### config.mk
export PLATFORM = sky130hd
export DESIGN_NAME = conv_ctrl_reg
export DESIGN_NICKNAME = d
export VERILOG_FILES = /design/src/shared/conv_ctrl_pkg.sv /design/src/rtl/conv_ctrl_reg.sv /design/src/rtl/conv_op_timer.sv
export SDC_FILE = /design/constraint.sdc
export NUM_CORES = 1
export LEC_CHECK = 0
export BUFFER_PORTS_ARGS = -buffer_cell sky130_fd_sc_hd__buf_4
export CAP_MARGIN = 20
export CORE_MARGIN = 1
export CORE_UTILIZATION = 35
export DETAILED_ROUTE_END_ITERATION = 10
export GPL_ROUTABILITY_DRIVEN = 0
export PLACE_DENSITY_LB_ADDON = 0.12
export SYNTH_ARGS = -nofsm -noshare
export SYNTH_HDL_FRONTEND = slang
export SYNTH_SLANG_ARGS = --single-unit
### constraint.sdc
create_clock -name SYS_CLK_I -period 2.75 [get_ports SYS_CLK_I]
set_input_delay 0.275 -clock SYS_CLK_I [delete_from_list [all_inputs] [get_ports SYS_CLK_I]]
set_output_delay 0.275 -clock SYS_CLK_I [all_outputs]
set_load 0.05 [all_outputs]
### src/shared/conv_ctrl_pkg.sv
// shared constants for the converter control register block
package conv_ctrl_pkg;
  localparam int WORD_W = 16;
  localparam int CTRL_W = 14;
  localparam logic [13:0] CTRL_RESET = 14'h0000;
  // write-target field of the 16-bit word
  localparam int TGT_HI = 15;
  localparam int TGT_LO = 14;
  localparam logic [1:0] TGT_NONE = 2'h0;
  localparam logic [1:0] TGT_TEST = 2'h1;
  localparam logic [1:0] TGT_CAL = 2'h2;
  localparam logic [1:0] TGT_CTRL = 2'h3;
  // control field positions
  localparam int B_SGL = 13;
  localparam int B_CH_HI = 12;
  localparam int B_CH_LO = 10;
  localparam int B_PWR_HI = 9;
  localparam int B_PWR_LO = 8;
  localparam int B_RD_HI = 7;
  localparam int B_RD_LO = 6;
  localparam int B_RANGE = 5;
  localparam int B_CONV = 4;
  localparam int B_CALFAM = 3;
  localparam int B_CALSUB_HI = 2;
  localparam int B_CALSUB_LO = 1;
  localparam int B_CALGO = 0;
  // read target codes
  localparam logic [1:0] RD_RESULT = 2'h0;
  localparam logic [1:0] RD_TEST = 2'h1;
  localparam logic [1:0] RD_CAL = 2'h2;
  localparam logic [1:0] RD_STATUS = 2'h3;
  // input selects: 1..8 are analog inputs, 0 is analog ground
  localparam logic [3:0] SRC_GND = 4'h0;
  localparam logic [3:0] SRC_IN1 = 4'h1;
  localparam logic [3:0] SRC_IN8 = 4'h8;
  // calibration step codes
  localparam logic [1:0] STEP_DAC = 2'h0;
  localparam logic [1:0] STEP_GAIN = 2'h1;
  localparam logic [1:0] STEP_OFFS = 2'h2;
  localparam logic [1:0] STEP_DONE = 2'h3;
  // default operation lengths in clock cycles
  localparam int CONV_CYCLES = 18;
  localparam int STEP_CYCLES = 64;
endpackage

### src/rtl/conv_ctrl_reg.sv
// converter control register store and field decode
`timescale 1ns/1ns
module conv_ctrl_reg
  import conv_ctrl_pkg::*;
#(
  parameter int CONV_LEN = CONV_CYCLES,
  parameter int STEP_LEN = STEP_CYCLES
)(
  input wire logic SYS_CLK_I,
  input wire logic RST_N_I,
  input wire logic CAL_N_I,
  input wire logic WR_I,
  input wire logic WORD_MODE_I,
  input wire logic HIGH_BYTE_I,
  input wire logic [15:0] DATA_I,
  input wire logic SLEEP_N_I,
  output logic [13:0] STATUS_FIELDS_O,
  output logic SINGLE_ENDED_O,
  output logic [2:0] INPUT_PICK_O,
  output logic [3:0] POS_SRC_O,
  output logic [3:0] NEG_SRC_O,
  output logic BIPOLAR_O,
  output logic [1:0] POWER_SAVE_O,
  output logic POWER_SLEEP_O,
  output logic [1:0] READ_TARGET_O,
  output logic [3:0] READ_ONEHOT_O,
  output logic CAL_FAMILY_O,
  output logic [2:0] CAL_TYPE_O,
  output logic [1:0] COEF_ADDR_O,
  output logic [1:0] CAL_STEP_O,
  output logic TEST_WR_O,
  output logic CAL_WR_O,
  output logic [13:0] WR_DATA_O,
  output logic BUSY_O
);
  logic [13:0] ctrl_reg;
  logic [7:0] low_byte_reg;
  logic [13:0] ctrl_next;
  logic busy_reg;
  logic test_wr_reg;
  logic cal_wr_reg;
  logic [13:0] wr_data_reg;
  logic [3:0] pos_reg;
  logic [3:0] neg_reg;
  logic bip_reg;
  logic sleep_reg;
  logic [3:0] rd_oh_reg;
  logic [2:0] cal_type_reg;
  logic [1:0] coef_reg;
  logic op_busy;
  logic op_done;
  logic [1:0] op_step;

  //////////////////////////////////////////////////////////////////////
  // word assembly
  // rst pin low clears all logic, cal pin low clears all but the write pulses and write data
  wire logic rst_all_n = RST_N_I;
  wire logic byte_low = WR_I && !WORD_MODE_I && !HIGH_BYTE_I;
  wire logic word_done = WR_I && (WORD_MODE_I || HIGH_BYTE_I);
  wire logic [15:0] word = WORD_MODE_I ? DATA_I :
    {DATA_I[7:0], low_byte_reg};
  wire logic [1:0] target = word[TGT_HI:TGT_LO];
  wire logic ctrl_hit = word_done && (target == TGT_CTRL) && CAL_N_I;
  wire logic [13:0] payload = word[CTRL_W-1:0];

  //////////////////////////////////////////////////////////////////////
  // field decode of the newly applied value
  wire logic new_sgl = ctrl_next[B_SGL];
  wire logic [2:0] new_ch = ctrl_next[B_CH_HI:B_CH_LO];
  wire logic new_rng = ctrl_next[B_RANGE];
  wire logic [3:0] pair_pos = {1'b0, new_ch[1:0], 1'b0} + SRC_IN1;
  wire logic [3:0] se_pos = {1'b0, new_ch[1:0], new_ch[2]} + SRC_IN1;
  // differential code zero gives one and two
  wire logic [3:0] pos_dec = new_sgl ? se_pos : pair_pos;
  wire logic [3:0] neg_dec = new_sgl ? (new_rng ? SRC_IN8 : SRC_GND) :
    (pair_pos + 4'h1);
  wire logic bip_dec = !new_sgl && new_rng;
  wire logic [1:0] new_rd = ctrl_next[B_RD_HI:B_RD_LO];
  wire logic [3:0] rd_dec = {new_rd == RD_STATUS, new_rd == RD_CAL,
    new_rd == RD_TEST, new_rd == RD_RESULT};
  wire logic [2:0] type_dec = {ctrl_next[B_CALFAM],
    ctrl_next[B_CALSUB_HI:B_CALSUB_LO]};
  wire logic cal_go = ctrl_hit && payload[B_CALGO] && !op_busy;
  wire logic conv_go = ctrl_hit && payload[B_CONV] && !op_busy;

  //////////////////////////////////////////////////////////////////////
  always_comb
  begin
    ctrl_next = ctrl_reg;
    if (ctrl_hit)
      ctrl_next = payload;
    if (op_done && !ctrl_hit)
      ctrl_next[B_CONV] = 1'b0;
    // launch is an action, not kept
    if (op_done && !ctrl_hit)
      ctrl_next[B_CALGO] = 1'b0;
    // cal pin low clears decoded fields in step with the register
    if (!CAL_N_I)
      ctrl_next = CTRL_RESET;
  end

  always_ff @(posedge SYS_CLK_I or negedge rst_all_n)
  begin
    if (!rst_all_n)
    begin
      ctrl_reg <= CTRL_RESET;
      low_byte_reg <= 8'h00;
    end
    else if (!CAL_N_I)
    begin
      ctrl_reg <= CTRL_RESET;
      low_byte_reg <= 8'h00;
    end
    else
    begin
      ctrl_reg <= ctrl_next;
      if (byte_low)
        low_byte_reg <= DATA_I[7:0];
    end
  end

  always_ff @(posedge SYS_CLK_I or negedge rst_all_n)
  begin
    if (!rst_all_n)
    begin
      pos_reg <= SRC_IN1;
      neg_reg <= SRC_IN1 + 4'h1;
      bip_reg <= 1'b0;
      rd_oh_reg <= 4'h1;
      cal_type_reg <= 3'h0;
      coef_reg <= 2'h0;
      sleep_reg <= 1'b0;
    end
    else
    begin
      pos_reg <= pos_dec;
      neg_reg <= neg_dec;
      bip_reg <= bip_dec;
      rd_oh_reg <= rd_dec;
      cal_type_reg <= type_dec;
      if (!ctrl_next[B_CALGO])
        coef_reg <= ctrl_next[B_CALSUB_HI:B_CALSUB_LO];
      sleep_reg <= !SLEEP_N_I && (ctrl_next[B_PWR_HI:B_PWR_LO] != 2'h0);
    end
  end

  always_ff @(posedge SYS_CLK_I or negedge rst_all_n)
  begin
    if (!rst_all_n)
    begin
      test_wr_reg <= 1'b0;
      cal_wr_reg <= 1'b0;
      wr_data_reg <= 14'h0000;
      busy_reg <= 1'b0;
    end
    else
    begin
      test_wr_reg <= word_done && (target == TGT_TEST);
      cal_wr_reg <= word_done && (target == TGT_CAL);
      if (word_done)
        wr_data_reg <= payload;
      busy_reg <= (op_busy && !op_done) || cal_go || conv_go;
    end
  end

  //////////////////////////////////////////////////////////////////////
  // calibration step sequencing
  conv_op_timer #(
    .CONV_LEN(CONV_LEN),
    .STEP_LEN(STEP_LEN)
  ) u_timer (
    .clk_i(SYS_CLK_I),
    .rst_n_i(rst_all_n && CAL_N_I),
    .start_conv_i(conv_go),
    .start_cal_i(cal_go),
    .cal_sub_i(payload[B_CALSUB_HI:B_CALSUB_LO]),
    .busy_o(op_busy),
    .done_o(op_done),
    .step_o(op_step)
  );

  // no read path, status copy only
  assign STATUS_FIELDS_O = ctrl_reg;
  assign SINGLE_ENDED_O = ctrl_reg[B_SGL];
  assign INPUT_PICK_O = ctrl_reg[B_CH_HI:B_CH_LO];
  assign POS_SRC_O = pos_reg;
  assign NEG_SRC_O = neg_reg;
  assign BIPOLAR_O = bip_reg;
  assign POWER_SAVE_O = ctrl_reg[B_PWR_HI:B_PWR_LO];
  assign POWER_SLEEP_O = sleep_reg;
  assign READ_TARGET_O = ctrl_reg[B_RD_HI:B_RD_LO];
  assign READ_ONEHOT_O = rd_oh_reg;
  assign CAL_FAMILY_O = ctrl_reg[B_CALFAM];
  assign CAL_TYPE_O = cal_type_reg;
  assign COEF_ADDR_O = coef_reg;
  assign CAL_STEP_O = op_step;
  assign TEST_WR_O = test_wr_reg;
  assign CAL_WR_O = cal_wr_reg;
  assign WR_DATA_O = wr_data_reg;
  assign BUSY_O = busy_reg;
endmodule

### src/rtl/conv_op_timer.sv
// operation sequencer: conversion or multi-step calibration timing
`timescale 1ns/1ns
module conv_op_timer
  import conv_ctrl_pkg::*;
#(
  parameter int CONV_LEN = CONV_CYCLES,
  parameter int STEP_LEN = STEP_CYCLES
)(
  input wire logic clk_i,
  input wire logic rst_n_i,
  input wire logic start_conv_i,
  input wire logic start_cal_i,
  input wire logic [1:0] cal_sub_i,
  output logic busy_o,
  output logic done_o,
  output logic [1:0] step_o
);
  typedef enum logic [1:0] {IDLE, CONV, CAL} op_t;
  op_t state_reg;
  logic [15:0] cnt_reg;
  logic [1:0] step_reg;
  logic [1:0] last_step_reg;
  wire logic cnt_end = (cnt_reg == 16'h0000);
  wire logic [15:0] conv_load = 16'(CONV_LEN - 1);
  wire logic [15:0] step_load = 16'(STEP_LEN - 1);
  // first step and final step of each calibration kind
  wire logic [1:0] first_step =
    (cal_sub_i == 2'h0) ? STEP_DAC :
    (cal_sub_i == 2'h2) ? STEP_OFFS : STEP_GAIN;
  wire logic [1:0] last_step =
    (cal_sub_i == 2'h3) ? STEP_GAIN : STEP_OFFS;

  assign busy_o = (state_reg != IDLE);
  assign step_o = step_reg;
  assign done_o = busy_o && cnt_end &&
    ((state_reg == CONV) || (step_reg == last_step_reg));

  always_ff @(posedge clk_i or negedge rst_n_i)
  begin
    if (!rst_n_i)
    begin
      state_reg <= IDLE;
      cnt_reg <= 16'h0000;
      step_reg <= STEP_DONE;
      last_step_reg <= STEP_DONE;
    end
    else
    begin
      case (state_reg)
        IDLE:
        begin
          // calibration takes precedence over a conversion start
          if (start_cal_i)
          begin
            state_reg <= CAL;
            cnt_reg <= step_load;
            step_reg <= first_step;
            last_step_reg <= last_step;
          end
          else if (start_conv_i)
          begin
            state_reg <= CONV;
            cnt_reg <= conv_load;
          end
        end
        CONV:
        begin
          if (cnt_end)
            state_reg <= IDLE;
          else
            cnt_reg <= cnt_reg - 16'h0001;
        end
        CAL:
        begin
          if (!cnt_end)
            cnt_reg <= cnt_reg - 16'h0001;
          else if (step_reg == last_step_reg)
          begin
            // step output reads as done straight from the flop
            state_reg <= IDLE;
            step_reg <= STEP_DONE;
          end
          else
          begin
            // dac, then gain, then offset
            step_reg <= step_reg + 2'h1;
            cnt_reg <= step_load;
          end
        end
        default:
          state_reg <= IDLE;
      endcase
    end
  end
endmodule

==> impl_metrics.toml <==
[pwr]
internal_power_mw = 2.07
p_leak_nw = 2.31
p_sw_frac = 0.381
seqPwrFrac = 0.401
ir_worst_vdd_mv = 0.437
total_power_mw = 3.34
p_per_area_nw_per_um2 = 693
pwr-share-clk = 0.261
combPwrFrac = 0.337
power_switching_mw = 1.27

[critical_path]
crit_family = "compound AO/OA/AOI/OAI gates"
crit_fanout = 8
worstSetupEndpointType = "flip-flop"
critical-path-slowest-cell = "o21ai_0"
cpPeakStageDelay_ns = 0.44
path_cells = "inv_1, ha_1, nor4b_2, a41oi_1, o21ai_0, nor3_2, buf_4, a221o_1"
startpoint_type = "flip-flop"
worst-path-buf-inv = 2
criticalPathCategory = "reg -> reg"
cp.arrival_ns = 2.59
required_ns = 2.98

[drt]
ant_nets = 0
routedWlPerCell_um = 16.2
vias = 3101
dr.first_iter.drc_count = 168
vias_per_cell = 5.15
drc = 0
wl_um = 9730
dr.pass1.iters = 4

[clock_network]
clock-sinks = 76
htreeDepth = 3
clockBufferDepth = 2
cts-buffers-inserted = 9
insertion_delay_ns = 0.35
root_buffer = "clkbuf_8"
clkTransAtPathRegs_ns = 0.08
tritoncts = "built"

[sta]
setup_viol = 0
min_period_over_period = 0.857
hold_violations = 0
finalMaxSlewViolations = 0
fin_skew_ns = 0.0110
rsz0062_at_grt = "no"
timing.final.crit_period_ns = 2.36
tightest_slew_ns = 0.638
slew_headroom = 0.575
setup_tns_ns = 0
timing.fmax_mhz = 424

[logic_synthesis]
syn_nets = 409
syn_area_sq_um = 3880
yosysSeqAreaShare = 0.492
synth-warning-count = 0
synthFlopType = "dfrtp_1"
synthCells = 378
synth_edf_count = 0
avgSynthCellArea_sq_um = 10.3
async_flop_share = 1.00
netlist-cell-type-count = 61
synth_seq_cells = 76

[global_routing]
grt_max_degree = 42
antenna_found_initial = 0
grt_pass1_vias = 2988
grt_pass1_wl_um = 16100
grt_overflow = 0
grt.total_usage = 0.183

[finish]
nets = 488
mostFrequentLayoutCell = "buf_4"
diodes = 0
layout_common_cells = "buf_4 (97), dfrtp_1 (69), nor2_1 (39)"
drive_above_1_share = 0.299
syn2layout_area_growth_pct = 24.1
largest_reg_flops = 16

[placement]
port_buffers = 82
dpl.hpwl_um = 7100

[die]
io_pins = 84
row_count = 38
core_area_sq_um = 10800
die_w_um = 107
die_area_sq_um = 11500
start_util = 0.358
die_h_um = 107

[worst_hold_path]
hold_path.class = "in -> reg"

[run_status]
outcome = "completed"

[flow_run]
drv_cap = 0
## logic make-up (layout without fill, tap and decap cells)
family	Yosys count	after routing	synth area share
and+or+nand+nor	116	116	0.150
AOI/OAI and AO/OA	92	92	0.169
DFF	76	76	0.492
buffers and inverters	47	131	0.0631
muxes	34	34	0.0902
adders and majority gates	8	8	0.0258
xor gates and xnor gates	4	4	0.00902
other	1	1	0.000965
## final timing paths
path                                          from                  to  slack (ns)  cells past startpoint
worst max-delay path            u_timer.cnt_reg[0]  u_timer.cnt_reg[6]        0.39                      8
worst min-delay path                     SLEEP_N_I       POWER_SLEEP_O        0.07                      2
worst max register to register  u_timer.cnt_reg[0]  u_timer.cnt_reg[6]        0.39                      8
worst min register to register        WR_DATA_O[4]        WR_DATA_O[4]        0.49                      2
max in group asynchronous                  RST_N_I  STATUS_FIELDS_O[9]        1.67                      3
min in group asynchronous                  CAL_N_I  u_timer.cnt_reg[1]        0.23                      4
## what timing repair did
action	CTS	global route
resized for setup	0	0
hold buffers	1	0
endpoints found under the hold margin	13	0
setup buffers	0	0
endpoints found under the setup margin	0	0
## layer usage
metal | track usage | vias up | wire (um)
li1 | - | 1514 | -
met1 | 0.264 | 1476 | 4670
met2 | 0.265 | 95 | 4330
met3 | 0.0466 | 16 | 609
met4 | 0.0646 | 0 | 121
met5 | 0 | - | 0
## cell usage after synthesis (all sizes together) (3+ instances only)
cell,number,share of area
xnor2,4,0.0090
a31oi,4,0.0064
nand3,6,0.0077
o211ai,4,0.0077
a211o,3,0.0068
or3,3,0.0048
o22ai,4,0.0064
nor4,5,0.011
a21oi,7,0.010
mux2i,26,0.067
o311a,3,0.0077
o21ai,29,0.037
and2,4,0.0064
nor3,9,0.013
inv,17,0.016
clkbuf,9,0.0087
and3,7,0.011
dfstp,7,0.047
a211oi,13,0.030
dfrtp,69,0.44
nor2,39,0.038
mux2,8,0.023
nand2,31,0.030
buf,21,0.038
a221o,6,0.015
ha,8,0.026
## stage by stage
step	std cells	setup slack (ns)	cell area (sq um)	hold slack (ns)	util
floorplan	378	0.642	3880	-0.0206	-
global placement	585	0.409	4610	0.133	0.425
detailed placement	585	0.411	4610	0.134	0.425
CTS	602	0.414	4820	0.0474	0.445
global route	602	0.212	4820	0.0425	0.445
finish	602	0.392	4820	0.0663	0.445
## power by group through the flow
stage | combinational [mW] | sequential (mW) | clock, mW
global placement | 1.12 | 1.36 | 0
floorplan | 0.617 | 1.53 | 0
detailed placement | 1.13 | 1.36 | 0
global route | 1.23 | 1.36 | 0.955
finish | 1.13 | 1.34 | 0.872
CTS | 1.13 | 1.34 | 0.910
## layout make-up
cell class / instances / area [sq um]
clock buffers: 10 / 128
clock inverters: 6 / 72.6
fillers: 1059 / 6020
inverters: 17 / 63.8
multi-input cells: 255 / 1730
flip-flops and latches: 76 / 1910
well taps: 140 / 175
repair buffers: 98 / 738
## worst register-to-register path, cell delays in order (launching register included)
cell	delay [ns]
dfrtp_1	0.40
inv_1	0.12
ha_1	0.18
nor4b_2	0.30
a41oi_1	0.27
o21ai_0	0.44
nor3_2	0.06
buf_4	0.18
a221o_1	0.30
Power figures use the tool's default switching activity.
